### src/logic/eq_ctrl_params.svh
`ifndef EQ_CTRL_PARAMS_SVH
`define EQ_CTRL_PARAMS_SVH

// register addresses inside the 7-bit address field
`define GEN_CTRL_ADDR 7'h00
`define DRV_CFG_ADDR 7'h01

// general_control field positions
`define GC_CARRIER_BIT 7
`define GC_MUTE_BIT 6
`define GC_BYPASS_BIT 5
`define GC_SLEEP_HI 4
`define GC_SLEEP_LO 3
`define GC_DRVSEL_BIT 2
`define GC_MRST_BIT 1
`define GC_ARST_BIT 0

// output_driver_config field positions
`define DC_CFG_HI 7
`define DC_CFG_LO 1
`define DC_RSVD_BIT 0
`define DC_SWING_HI 7
`define DC_SWING_LO 6
`define DC_OFFSET_HI 5
`define DC_OFFSET_LO 4
`define DC_DEEMPH_BIT 3
`define DC_LEVEL_HI 2
`define DC_LEVEL_LO 1

// reset values
`define MUTE_RESET 1'h0
`define BYPASS_RESET 1'h0
`define SLEEP_RESET 2'h1
`define DRVSEL_RESET 1'h0
`define SWING_RESET 2'h2
`define OFFSET_RESET 2'h2
`define DEEMPH_EN_RESET 1'h0
`define DEEMPH_LVL_RESET 2'h1

// frame layout
`define FRAME_BITS 16
`define FRAME_CMD_BIT 15
`define FRAME_ADDR_HI 14
`define FRAME_ADDR_LO 8
`define FRAME_DATA_HI 7
`define FRAME_DATA_LO 0
`define CMD_WRITE 1'h0
`define UNMAPPED_READ 8'h00

`endif

### src/logic/eq_ctrl_pkg.sv
package eq_ctrl_pkg;

   typedef enum logic [1:0] {
      SLEEP_NEVER = 2'b00,
      SLEEP_AUTO = 2'b01,
      SLEEP_FORCE = 2'b10,
      SLEEP_RSVD = 2'b11
   } sleep_mode_e;

   // matches bits [7:1] of output_driver_config
   typedef struct packed {
      logic [1:0] swing;
      logic [1:0] offset;
      logic deemph_en;
      logic [1:0] deemph_lvl;
   } drv_cfg_s;

endpackage : eq_ctrl_pkg

### src/logic/pin_sync_if.sv
`timescale 1ns/100ps
interface pin_sync_if #(parameter int W = 4);
   logic [W-1:0] level;
   logic [W-1:0] rise;
   logic [W-1:0] fall;
   modport src (output level, output rise, output fall);
   modport dst (input level, input rise, input fall);
endinterface : pin_sync_if

### src/logic/equalizer_control_registers.sv
// Behaviour
// - bit 7 reads carrier detect, ignores writes
// - mute and bypass bits; mute beats bypass
// - sleep field: on, auto, forced, reserved
// - sleep overrides mute and bypass
// - driver select picks driver register copy
// - master reset restores defaults, self-clears
// - acquisition reset restarts adaptation only
// - swing field bits 7:6, reset 10
// - common-mode offset bits 5:4, reset 10
// - de-emphasis enable bit 3, reset 0
// - de-emphasis level bits 2:1, reset 01
// - all fields reached over the serial port
// - 16-bit frame: command, address, data
// - writes land when slave select rises
`timescale 1ns/100ps
`include "eq_ctrl_params.svh"
module equalizer_control_registers
   import eq_ctrl_pkg::*;
#(
   parameter int NUM_DRIVERS = 2
) (
   input wire logic clk_in,
   input wire logic sys_rst_in,
   input wire logic sck_in,
   input wire logic ss_n_in,
   input wire logic mosi_in,
   input wire logic carrier_in,
   output logic miso_out,
   output logic mute_out,
   output logic bypass_out,
   output logic powerdown_out,
   output logic sm_reset_out,
   output logic carrier_out,
   output logic [NUM_DRIVERS-1:0][1:0] swing_out,
   output logic [NUM_DRIVERS-1:0][1:0] offset_out,
   output logic [NUM_DRIVERS-1:0] deemph_en_out,
   output logic [NUM_DRIVERS-1:0][1:0] deemph_lvl_out
);

   generate
      if (NUM_DRIVERS != 2) begin : g_bad_drivers
         $error("driver select is one bit: exactly two drivers");
      end
      // the frame and field layout must match the decode below
      if (`FRAME_BITS != 16) begin : g_bad_frame
         $error("a frame is sixteen bits");
      end
      if (`FRAME_CMD_BIT != `FRAME_BITS - 1) begin : g_bad_cmd
         $error("the command bit leads the frame");
      end
      if (`FRAME_ADDR_HI - `FRAME_ADDR_LO != 6) begin : g_bad_addr
         $error("the address field is seven bits");
      end
      if (`FRAME_ADDR_LO != `FRAME_DATA_HI + 1) begin : g_bad_gap
         $error("the address sits right above the data");
      end
      if (`FRAME_DATA_HI - `FRAME_DATA_LO != 7) begin : g_bad_data
         $error("the data field is eight bits");
      end
      if (`GEN_CTRL_ADDR == `DRV_CFG_ADDR) begin : g_bad_map
         $error("the two registers need distinct addresses");
      end
      if (`GC_SLEEP_HI - `GC_SLEEP_LO != 1) begin : g_bad_sleep
         $error("the sleep field is two bits");
      end
      if (`GC_MRST_BIT == `GC_ARST_BIT) begin : g_bad_resets
         $error("the two reset fields need distinct bits");
      end
      if (`SLEEP_RESET == 2'h3) begin : g_bad_sleep_rst
         $error("the sleep reset code must not be the reserved one");
      end
      if (`DC_CFG_HI - `DC_CFG_LO + 1 != $bits(drv_cfg_s)) begin : g_bad_cfg
         $error("the driver field span must match the driver record");
      end
      if (`DC_RSVD_BIT != `DC_CFG_LO - 1) begin : g_bad_rsvd
         $error("the reserved bit sits below the driver fields");
      end
      if (`DC_SWING_LO != `DC_OFFSET_HI + 1) begin : g_bad_swing
         $error("swing and offset fields must be adjacent");
      end
      if (`DC_OFFSET_LO != `DC_DEEMPH_BIT + 1) begin : g_bad_offset
         $error("offset and enable fields must be adjacent");
      end
      if (`DC_DEEMPH_BIT != `DC_LEVEL_HI + 1) begin : g_bad_level
         $error("enable and level fields must be adjacent");
      end
      if (`DC_LEVEL_LO != `DC_CFG_LO) begin : g_bad_span
         $error("the level field ends the driver fields");
      end
   endgenerate

   localparam int PIN_SCK = 0;
   localparam int PIN_SS = 1;
   localparam int PIN_MOSI = 2;
   localparam int PIN_CARRIER = 3;
   localparam logic [4:0] FRAME_COUNT = 5'(`FRAME_BITS);
   // slave select idles high; the other pins reset low
   localparam logic [3:0] PIN_IDLE = 4'(1 << PIN_SS);

   typedef struct packed {
      logic [`FRAME_BITS-1:0] shift;
      logic [4:0] bits;
      logic mute;
      logic bypass;
      sleep_mode_e sleep;
      logic drv_sel;
      drv_cfg_s [1:0] drv;
      logic miso;
      logic mute_o;
      logic bypass_o;
      logic powerdown_o;
      logic sm_reset;
      logic carrier_o;
   } ctrl_state_s;

   localparam drv_cfg_s DRV_RST = '{
      swing: `SWING_RESET,
      offset: `OFFSET_RESET,
      deemph_en: `DEEMPH_EN_RESET,
      deemph_lvl: `DEEMPH_LVL_RESET};

   localparam ctrl_state_s STATE_RST = '{
      shift: '0,
      bits: '0,
      mute: `MUTE_RESET,
      bypass: `BYPASS_RESET,
      sleep: sleep_mode_e'(`SLEEP_RESET),
      drv_sel: `DRVSEL_RESET,
      drv: {DRV_RST, DRV_RST},
      miso: 1'h0,
      mute_o: 1'h0,
      bypass_o: 1'h0,
      powerdown_o: 1'h0,
      sm_reset: 1'h0,
      carrier_o: 1'h0};

   wire [3:0] pin_vec;

   assign pin_vec[PIN_SCK] = sck_in;
   assign pin_vec[PIN_SS] = ss_n_in;
   assign pin_vec[PIN_MOSI] = mosi_in;
   assign pin_vec[PIN_CARRIER] = carrier_in;

   pin_sync_if #(.W(4)) pins_if ();

   pin_sync #(
      .W(4),
      .RST_VAL(PIN_IDLE)
   ) u_pin_sync (
      .clk_in(clk_in),
      .sys_rst_in(sys_rst_in),
      .pins_in(pin_vec),
      .sync_if(pins_if)
   );

   ctrl_state_s state_ff;
   ctrl_state_s nxt_state;
   logic sel_now;
   logic carrier;
   logic sck_rise;
   logic ss_low;
   logic ss_rise;
   logic ss_fall;
   logic frame_done;
   logic is_write;
   logic [6:0] frame_addr;
   logic [7:0] frame_data;
   logic [7:0] read_data;
   logic sleeping;
   logic addr_gen;
   logic addr_drv;
   logic master_req;
   logic acq_req;

   assign carrier = pins_if.level[PIN_CARRIER];
   assign sck_rise = pins_if.rise[PIN_SCK];
   assign ss_low = ~pins_if.level[PIN_SS];
   assign ss_rise = pins_if.rise[PIN_SS];
   assign ss_fall = pins_if.fall[PIN_SS];

   always_comb begin
      nxt_state = state_ff;
      nxt_state.sm_reset = 1'h0;
      sel_now = state_ff.drv_sel;
      frame_done = ss_rise && (state_ff.bits == FRAME_COUNT);
      is_write = (state_ff.shift[`FRAME_CMD_BIT] == `CMD_WRITE);
      frame_addr = state_ff.shift[`FRAME_ADDR_HI:`FRAME_ADDR_LO];
      frame_data = state_ff.shift[`FRAME_DATA_HI:`FRAME_DATA_LO];
      addr_gen = (frame_addr == `GEN_CTRL_ADDR);
      addr_drv = (frame_addr == `DRV_CFG_ADDR);
      master_req = frame_data[`GC_MRST_BIT];
      acq_req = frame_data[`GC_ARST_BIT];
      read_data = `UNMAPPED_READ;
      if (addr_gen) begin
         read_data[`GC_CARRIER_BIT] = carrier;
         read_data[`GC_MUTE_BIT] = state_ff.mute;
         read_data[`GC_BYPASS_BIT] = state_ff.bypass;
         read_data[`GC_SLEEP_HI:`GC_SLEEP_LO] = state_ff.sleep;
         read_data[`GC_DRVSEL_BIT] = state_ff.drv_sel;
         // self-clearing reset bits always read back as zero
         read_data[`GC_MRST_BIT] = 1'h0;
         read_data[`GC_ARST_BIT] = 1'h0;
      end else if (addr_drv) begin
         read_data[`DC_SWING_HI:`DC_SWING_LO] =
            state_ff.drv[sel_now].swing;
         read_data[`DC_OFFSET_HI:`DC_OFFSET_LO] =
            state_ff.drv[sel_now].offset;
         read_data[`DC_DEEMPH_BIT] =
            state_ff.drv[sel_now].deemph_en;
         read_data[`DC_LEVEL_HI:`DC_LEVEL_LO] =
            state_ff.drv[sel_now].deemph_lvl;
         read_data[`DC_RSVD_BIT] = 1'h0;
      end

      if (ss_fall) begin
         nxt_state.bits = '0;
      end
      if (sck_rise && ss_low) begin
         nxt_state.shift = {state_ff.shift[`FRAME_BITS-2:0],
            pins_if.level[PIN_MOSI]};
         if (state_ff.bits != FRAME_COUNT) begin
            nxt_state.bits = state_ff.bits + 5'h1;
         end
      end

      // frames act only when slave select returns high
      if (frame_done) begin
         if (!is_write) begin
            // reply waits in the low byte for the next transaction
            nxt_state.shift[`FRAME_DATA_HI:`FRAME_DATA_LO] = read_data;
         end else if (addr_gen) begin
            if (master_req) begin
               nxt_state.mute = STATE_RST.mute;
               nxt_state.bypass = STATE_RST.bypass;
               nxt_state.sleep = STATE_RST.sleep;
               nxt_state.drv_sel = STATE_RST.drv_sel;
               nxt_state.drv = STATE_RST.drv;
               nxt_state.sm_reset = 1'h1;
            end else begin
               nxt_state.mute = frame_data[`GC_MUTE_BIT];
               nxt_state.bypass = frame_data[`GC_BYPASS_BIT];
               nxt_state.sleep = sleep_mode_e'(
                  frame_data[`GC_SLEEP_HI:`GC_SLEEP_LO]);
               nxt_state.drv_sel = frame_data[`GC_DRVSEL_BIT];
               nxt_state.sm_reset = acq_req;
            end
         end else if (addr_drv) begin
            // bit 0 is dropped: the reserved bit holds no state
            nxt_state.drv[sel_now].swing =
               frame_data[`DC_SWING_HI:`DC_SWING_LO];
            nxt_state.drv[sel_now].offset =
               frame_data[`DC_OFFSET_HI:`DC_OFFSET_LO];
            nxt_state.drv[sel_now].deemph_en =
               frame_data[`DC_DEEMPH_BIT];
            nxt_state.drv[sel_now].deemph_lvl =
               frame_data[`DC_LEVEL_HI:`DC_LEVEL_LO];
         end
      end

      nxt_state.miso = state_ff.shift[`FRAME_BITS-1];
      nxt_state.carrier_o = carrier;

      unique case (nxt_state.sleep)
         SLEEP_NEVER: sleeping = 1'h0;
         SLEEP_AUTO: sleeping = ~carrier;
         SLEEP_FORCE: sleeping = 1'h1;
         // reserved code is treated as never sleep
         SLEEP_RSVD: sleeping = 1'h0;
      endcase
      nxt_state.powerdown_o = sleeping;
      nxt_state.mute_o = nxt_state.mute & ~sleeping;
      nxt_state.bypass_o = nxt_state.bypass & ~nxt_state.mute
         & ~sleeping;
   end

   always_ff @(posedge clk_in or posedge sys_rst_in) begin
      if (sys_rst_in) begin
         state_ff <= STATE_RST;
      end else begin
         state_ff <= nxt_state;
      end
   end

   assign miso_out = state_ff.miso;
   assign mute_out = state_ff.mute_o;
   assign bypass_out = state_ff.bypass_o;
   assign powerdown_out = state_ff.powerdown_o;
   assign sm_reset_out = state_ff.sm_reset;
   assign carrier_out = state_ff.carrier_o;

   genvar d;
   generate
      for (d = 0; d < NUM_DRIVERS; d++) begin : g_drv
         assign swing_out[d] = state_ff.drv[d].swing;
         assign offset_out[d] = state_ff.drv[d].offset;
         assign deemph_en_out[d] = state_ff.drv[d].deemph_en;
         assign deemph_lvl_out[d] = state_ff.drv[d].deemph_lvl;
      end
   endgenerate

endmodule : equalizer_control_registers

### src/logic/pin_sync.sv
`timescale 1ns/100ps
module pin_sync
   import eq_ctrl_pkg::*;
#(
   parameter int W = 4,
   parameter logic [W-1:0] RST_VAL = '0
) (
   input wire logic clk_in,
   input wire logic sys_rst_in,
   input wire logic [W-1:0] pins_in,
   pin_sync_if.src sync_if
);

   generate
      if (W < 1) begin : g_bad_width
         $error("pin_sync needs at least one bit");
      end
   endgenerate

   typedef struct packed {
      logic [W-1:0] s1;
      logic [W-1:0] s2;
      logic [W-1:0] s3;
      logic [W-1:0] level;
      logic [W-1:0] rise;
      logic [W-1:0] fall;
   } sync_state_s;

   localparam sync_state_s STATE_RST = '{
      s1: RST_VAL, s2: RST_VAL, s3: RST_VAL, level: RST_VAL,
      rise: '0, fall: '0};

   sync_state_s state_ff;
   sync_state_s nxt_state;
   logic [W-1:0] agree;

   always_comb begin
      nxt_state = state_ff;
      agree = ~(state_ff.s2 ^ state_ff.s3);
      nxt_state.s1 = pins_in;
      nxt_state.s2 = state_ff.s1;
      nxt_state.s3 = state_ff.s2;
      // a change counts once the second and third stage agree
      nxt_state.level = (state_ff.s2 & agree) | (state_ff.level & ~agree);
      nxt_state.rise = nxt_state.level & ~state_ff.level;
      nxt_state.fall = ~nxt_state.level & state_ff.level;
   end

   always_ff @(posedge clk_in or posedge sys_rst_in) begin
      if (sys_rst_in) begin
         state_ff <= STATE_RST;
      end else begin
         state_ff <= nxt_state;
      end
   end

   assign sync_if.level = state_ff.level;
   assign sync_if.rise = state_ff.rise;
   assign sync_if.fall = state_ff.fall;

endmodule : pin_sync

### config.mk
export PLATFORM = sky130hd
export DESIGN_NAME = equalizer_control_registers
export DESIGN_NICKNAME = d
export VERILOG_FILES = /design/src/logic/eq_ctrl_pkg.sv /design/src/logic/pin_sync_if.sv /design/src/logic/equalizer_control_registers.sv /design/src/logic/pin_sync.sv
export VERILOG_INCLUDE_DIRS = /design/src /design/src/logic
export SDC_FILE = /design/constraint.sdc
export NUM_CORES = 1
export LEC_CHECK = 0
export BUFFER_PORTS_ARGS = -buffer_cell sky130_fd_sc_hd__buf_2
export CORE_ASPECT_RATIO = 0.9
export CORE_MARGIN = 4
export CORE_UTILIZATION = 53
export CTS_CLUSTER_DIAMETER = 200
export DETAILED_ROUTE_END_ITERATION = 8
export PLACE_DENSITY_LB_ADDON = 0.1
export SYNTH_ARGS = -nofsm -noshare
export SYNTH_HDL_FRONTEND = slang
export SYNTH_SLANG_ARGS = --single-unit
### constraint.sdc
create_clock -name clk_in -period 1.95 [get_ports clk_in]
set_input_delay 0.4875 -clock clk_in [delete_from_list [all_inputs] [get_ports clk_in]]
set_output_delay 0.4875 -clock clk_in [all_outputs]
set_load 0.05 [all_outputs]
==> flow_metrics.py, run 1 <==
metrics = {
    "synthesis": {
        "syn_avg_cell_area_um2": 11.7,
        "synth_warnings": 0,
        "ys.flop_type": "dfrtp_1",
        "syn-instance-count": 251,
        "synth_area_mm2": 0.00293,
        "async_flop_share": 1.00,
        "synth.distinct_cells": 40,
        "synth.net_count": 259,
        "synth_edf_count": 0,
        "ys_ff_latch": 65,
        "synth_seq_area_share": 0.560,
    },
    "global_routing": {
        "grt_pass1_vias": 1944,
        "grt-ovfl-total": 0,
        "grt_pass1_wl_um": 9920,
        "antenna_found_initial": 0,
        "grt_start_max_net_pins": 24,
        "track_usage": 0.191,
    },
    "route": {
        "via_per_inst": 5.66,
        "first_iter_violations": 149,
        "wirelength_um": 5660,
        "drcViolationCount": 0,
        "vias": 1993,
        "drt_first_pass_iters": 4,
        "route.antenna.remaining_nets": 0,
        "wl_per_cell_um": 16.1,
    },
    "clock_tree": {
        "clockBufferDepth": 2,
        "root_buffer": "clkbuf_8",
        "clkLatencyLatePin_ns": 0.34,
        "cts.sinks": 65,
        "cts_tree": "built",
        "clk_pin_slew_ns": 0.07,
        "htreeDepth": 3,
        "cts_buffers": 9,
    },
    "die": {
        "die_w_um": 86.3,
        "fp.coreArea_mm2": 0.00529,
        "dieHeight_um": 78.5,
        "row_count": 25,
        "start_util": 0.554,
        "io_pins": 26,
        "die_area_mm2": 0.00678,
    },
    "critical_path": {
        "start_kind": "flip-flop",
        "r2r_start": "state_ff[26]",
        "slowest_delay_ns": 0.39,
        "crit_slowest_cell": "dfrtp_1",
        "critPathRequiredTime_ns": 2.21,
        "crit_type": "reg2reg",
        "rrSetupSlack_ns": 0.11,
        "path_cells": "inv_1, ha_1, nor3b_4, buf_4, a21oi_2, mux2_2, mux2i_1",
        "end_kind": "flip-flop",
        "worstPathArrival_ns": 2.10,
        "cp_max_fo": 7,
        "rr_worst_depth": 7,
        "timing.rr.end": "state_ff[27]",
    },
    "final_layout": {
        "fin_util": 0.643,
        "drive_gt1_frac": 0.316,
        "diodes": 0,
        "fin_area_mm2": 0.00340,
        "syn2layout_area_growth_pct": 16.1,
        "nNetsFinal": 288,
    },
    "placed_design": {
        "place.gp.congestion": 0.793,
        "placed_area_mm2": 0.00312,
        "dp_hpwl_um": 4010,
        "port-buffer-count": 25,
    },
    "timing": {
        "report.final.slew_viol_count": 0,
        "tightest_slew_ns": 0.544,
        "hold_violations": 0,
        "setup_viol": 0,
        "period_needed_ns": 1.84,
        "finalCritPeriodShare": 0.943,
        "fin_skew_ns": 0.00908,
        "tns_ns": 0,
        "rsz0062_at_grt": "no",
        "max_freq_mhz": 544,
        "maxSlewHeadroom": 0.637,
    },
    "pwr": {
        "powerDensity_mw_per_mm2": 973,
        "ir_drop_mv": 0.646,
        "p_leak_nw": 1.53,
    },
    "run": {
        "cap_violations": 0,
    },
    "min_path": {
        "hp-class": "in2async",
    },
    "outcome": {
        "outcome": "complete, no violations",
    },
}
[where the power goes]
part / leakage, nW / internal (mW) / switching, mW / total, mW
logic: 0.588 / 0.173 / 0.240 / 0.413
registers: 0.830 / 1.44 / 0.0866 / 1.53
clock network: 0.115 / 0.848 / 0.522 / 1.37
[synthesized netlist by cell type (3+ instances only)]
cell,count,share of area
buf_4,16,0.041
nand2b_1,5,0.011
o21ai_0,23,0.039
o31ai_1,10,0.026
dfstp_2,11,0.099
nand2_1,29,0.037
maj3_1,4,0.014
buf_2,6,0.010
o2111ai_1,6,0.018
nor2_1,12,0.015
nand3_1,3,0.0051
inv_1,5,0.0064
mux2_2,11,0.042
dfrtp_1,54,0.46
a21oi_1,4,0.0068
clkbuf_1,4,0.0051
a221o_1,4,0.014
o31a_1,4,0.012
mux2i_1,14,0.048
[per-stage QoR]
step | worst slack (ns) | instances | hold slack (ns) | power (mW)
floorplan | 0.233 | 251 | 0.331 | 1.78
global placement | 0.133 | 332 | 0.335 | 1.93
detailed placement | 0.0855 | 332 | 0.336 | 1.95
CTS | 0.0314 | 348 | 0.177 | 3.33
global route | 0.00381 | 352 | 0.189 | 3.47
finish | 0.111 | 352 | 0.181 | 3.31
[layer usage]
layer	vias up	track usage	part of all wire
met5	-	0	0
met4	0	0.0685	0.012
met3	6	0.0609	0.056
met2	49	0.258	0.42
met1	990	0.285	0.51
li1	948	-	-
[registers in the layout, indices dropped and copies added, names as in the netlist, 2 cells and up, named ones only]
signal / flops
u_pin_sync.sync_if.level: 2
u_pin_sync.nxt_state: 8
offset_out: 4
u_pin_sync.sync_if.rise: 2
u_pin_sync.state_ff: 4
swing_out: 4
deemph_en_out: 2
state_ff: 9
frame_addr: 7
frame_data: 7
deemph_lvl_out: 4
[how the worst max path moves through the flow]
stage | to | slack (ns) | startpoint | cells past startpoint
floorplan | deemph_en_out[0] | 0.23 | state_ff[25] | 7
global placement | powerdown_out | 0.13 | state_ff[26] | 7
detailed placement | bypass_out | 0.09 | state_ff[26] | 7
CTS | powerdown_out | 0.03 | state_ff[26] | 7
global route | state_ff[23] | 0.004 | state_ff[26] | 7
finish | state_ff[27] | 0.11 | state_ff[26] | 7
[final cells by class]
type	instances	area, µm²
sequential	65	1640
clock inverter	7	119
tap	67	83.8
fill	414	1890
inverter	5	22.5
clock buffer	9	124
multi-input combinational	155	1100
timing repair buffer	44	305
[cells by family after synthesis]
logic type	count (synthesis)	synth area share
AOI/OAI and AO/OA	58	0.134
xor gates and xnor gates	1	0.00299
adders and majority gates	6	0.0222
buffers and inverters	31	0.0628
DFF	65	0.560
muxes	25	0.0902
and+or+nand+nor	65	0.127
[cell usage in the layout, fill, tap and decap left out, drive strengths merged, types with 2 or more instances in the layout]
master	netlist	final
a21oi	5	5
a221o	4	4
and2	2	2
and4	2	2
buf	22	44
bufinv	0	3
clkbuf	4	9
clkinv	0	2
clkinvlp	0	3
dfrtp	54	54
dfstp	11	11
ha	2	2
inv	5	4
maj3	4	4
mux2	11	11
mux2i	14	14
nand2	29	29
nand2b	5	5
nand3	3	3
nand4	3	3
nor2	12	12
nor3	2	2
nor3b	2	2
o2111ai	6	6
o21ai	24	24
o31a	4	4
o31ai	10	10
[worst max-delay path: cells and delay by family (launching register included)]
family                   cells  cell delay (ns)
multiplexers                 2             0.51
flip-flops                   1             0.39
AO/OA/AOI/OAI                1             0.30
buffers and inverters        2             0.22
adder cells (fa/ha/maj)      1             0.18
AND/OR/NAND/NOR              1             0.16
[what timing repair did]
action	CTS	global route
hold buffers	0	0
resized for setup	0	2
setup buffers	0	4
setup endpoints to repair	0	14
Note: power is estimated with default switching activity, not from simulation.
==> run 2: changes to the inputs <==
--- a/config.mk
+++ b/config.mk
@@ -9,10 +9,11 @@
 export BUFFER_PORTS_ARGS = -buffer_cell sky130_fd_sc_hd__buf_2
 export CORE_ASPECT_RATIO = 0.9
 export CORE_MARGIN = 4
-export CORE_UTILIZATION = 53
+export CORE_UTILIZATION = 54
 export CTS_CLUSTER_DIAMETER = 200
 export DETAILED_ROUTE_END_ITERATION = 8
 export PLACE_DENSITY_LB_ADDON = 0.1
 export SYNTH_ARGS = -nofsm -noshare
 export SYNTH_HDL_FRONTEND = slang
+export SYNTH_HIERARCHICAL = 1
 export SYNTH_SLANG_ARGS = --single-unit
==> constraint.sdc (replaced) <==
create_clock -name clk_in -period 1.95 [get_ports clk_in]
set_input_delay 0.4875 -clock clk_in [delete_from_list [all_inputs] [get_ports clk_in]]
set_output_delay 0.4875 -clock clk_in [all_outputs]
set_load 0.01 [all_outputs]
==> run 2 against run 1 <==
Against the previous run: sequential cell count unchanged; register-to-register slack better by 0.05 ns; design area down 2.0%; power down 13%; highest routed layer unchanged; wire length up 0.87%; first-iteration DRC count down 42%; clock power down 26%; utilization down 1.6 points.
==> flow_metrics.py, run 2 <==
metrics = {
    "die": {
        "start_util": 0.562,
        "io_pins": 26,
        "row_count": 25,
        "die_w_um": 86.4,
        "fp.coreArea_mm2": 0.00532,
        "dieHeight_um": 78.6,
        "die_area_mm2": 0.00679,
    },
    "timing": {
        "hold_violations": 0,
        "rsz0062_at_grt": "no",
        "setup_ws_ns": 0.161,
        "fin_skew_ns": 0.0103,
        "maxSlewHeadroom": 0.549,
        "setup_viol": 0,
        "period_needed_ns": 1.79,
        "max_freq_mhz": 559,
        "tightest_slew_ns": 0.676,
        "tns_ns": 0,
        "report.final.slew_viol_count": 0,
        "finalCritPeriodShare": 0.918,
    },
    "clock_tree": {
        "root_buffer": "clkbuf_8",
        "clk_pin_slew_ns": 0.08,
        "clockBufferDepth": 2,
        "ctsHoldBuffers": 0,
        "cts_buffers": 9,
        "cts.sinks": 65,
        "htreeDepth": 3,
        "clkLatencyLatePin_ns": 0.35,
        "cts_tree": "built",
    },
    "pwr": {
        "ir_drop_mv": 0.551,
        "p_leak_nw": 1.59,
        "powerDensity_mw_per_mm2": 862,
        "p_total_mw": 2.87,
    },
    "critical_path": {
        "crit_type": "reg2reg",
        "start_kind": "flip-flop",
        "rrSetupSlack_ns": 0.16,
        "rr_worst_depth": 7,
        "end_kind": "flip-flop",
        "crit_slowest_cell": "dfrtp_1",
        "timing.rr.end": "mute_out",
        "cp_max_fo": 6,
        "worstPathArrival_ns": 2.01,
        "path_cells": "inv_1, ha_1, nor4bb_4, buf_4, and4_4, mux2_4, a21boi_2",
        "slowest_delay_ns": 0.38,
        "r2r_start": "state_ff[26]",
        "critPathRequiredTime_ns": 2.18,
    },
    "route": {
        "via_per_inst": 5.43,
        "drcViolationCount": 0,
        "wl_per_cell_um": 15.5,
        "first_iter_violations": 86,
        "wirelength_um": 5710,
        "drt_first_pass_iters": 4,
        "route.antenna.remaining_nets": 0,
        "vias": 2004,
    },
    "global_routing": {
        "grt-ovfl-total": 0,
        "grt_start_max_net_pins": 25,
        "antenna_found_initial": 0,
        "grt_pass1_wl_um": 9760,
        "track_usage": 0.193,
        "grt_pass1_vias": 1940,
    },
    "final_layout": {
        "syn2layout_area_growth_pct": 11.4,
        "largest_register_ffs": 9,
        "nNetsFinal": 305,
        "drive_gt1_frac": 0.308,
        "layout_commonest_cell": "dfrtp_1",
        "regMostFlops": "state_ff",
        "fill_cells": 445,
        "final_cell_mix": "dfrtp_1 (54), nand2_1 (40), buf_2 (25), o21ai_0 (21), mux2i_1 (19)",
        "diodes": 0,
    },
    "synthesis": {
        "syn_avg_cell_area_um2": 10.8,
        "synth_warnings": 6,
        "syn-instance-count": 276,
        "synth.net_count": 284,
        "synth_area_mm2": 0.00299,
    },
    "outcome": {
        "outcome": "complete, no violations",
    },
    "placed_design": {
        "place.gp.congestion": 0.801,
        "place_ws_ns": -0.0362,
        "port-buffer-count": 25,
        "dp_hpwl_um": 4020,
    },
    "min_path": {
        "hp-class": "in2async",
    },
    "run": {
        "cap_violations": 0,
    },
}
## run 2: area by class of cell
cell class                      instances  area, µm²  share of cell area
Inverter                                8       30.0             0.00901
Sequential cell                        65       1640               0.492
Clock inverter                          7       53.8              0.0161
Timing Repair Buffer                   44        293              0.0879
Multi-Input combinational cell        169       1110               0.332
Tap cell                               67       83.8              0.0252
Clock buffer                            9        124              0.0372
## run 2: worst max-delay path by stage
| stage | startpoint | endpoint | slack, ns | cells after the start |
|---|---|---|---|---|
| after floorplan | state_ff[25] | mute_out | 0.12 | 8 |
| after global placement | state_ff[26] | deemph_lvl_out[3] | -0.006 | 7 |
| after detailed placement | state_ff[26] | deemph_en_out[1] | -0.04 | 7 |
| after CTS | state_ff[26] | mute_out | 0.01 | 7 |
| after global routing | state_ff[26] | mute_out | 0.06 | 7 |
| final | state_ff[26] | mute_out | 0.16 | 7 |
## run 2: routing by layer
metal  track usage  share of wire  up-vias
met5             0              0        -
met4        0.0841          0.013        0
met3        0.0630          0.048        5
met2         0.253           0.43       37
met1         0.287           0.51      991
li1              -              -      971
## run 2: worst max-delay path: cells and delay by family, from the launching register on
family	cells	cell delay [ns]
flops	1	0.38
mux	1	0.31
buf+inv	2	0.26
compound gates	1	0.15
simple gates	2	0.44
fa+ha+maj	1	0.14
## run 2: per-stage QoR
stage	hold slack, ns	area [µm²]	std cells	utilization
finish	0.181	3330	369	0.627
global route	0.195	3330	369	0.627
CTS	0.178	3310	368	0.623
detailed placement	0.337	3130	352	0.588
global placement	0.332	3130	352	0.588
floorplan	0.331	2990	276	-
## run 2: where the power goes
part           internal [mW]  total [mW]  switching, mW
logic                  0.130       0.331          0.201
clock network          0.468        1.02          0.552
registers               1.43        1.52         0.0902
total                   2.03        2.87          0.843
## run 2: what timing repair did
item                       in CTS  in global routing
setup endpoints to repair      10                 19
buffers inserted                0                  1
gates resized for setup         2                  5
cloned                          0                  0
pin swaps                       0                  1
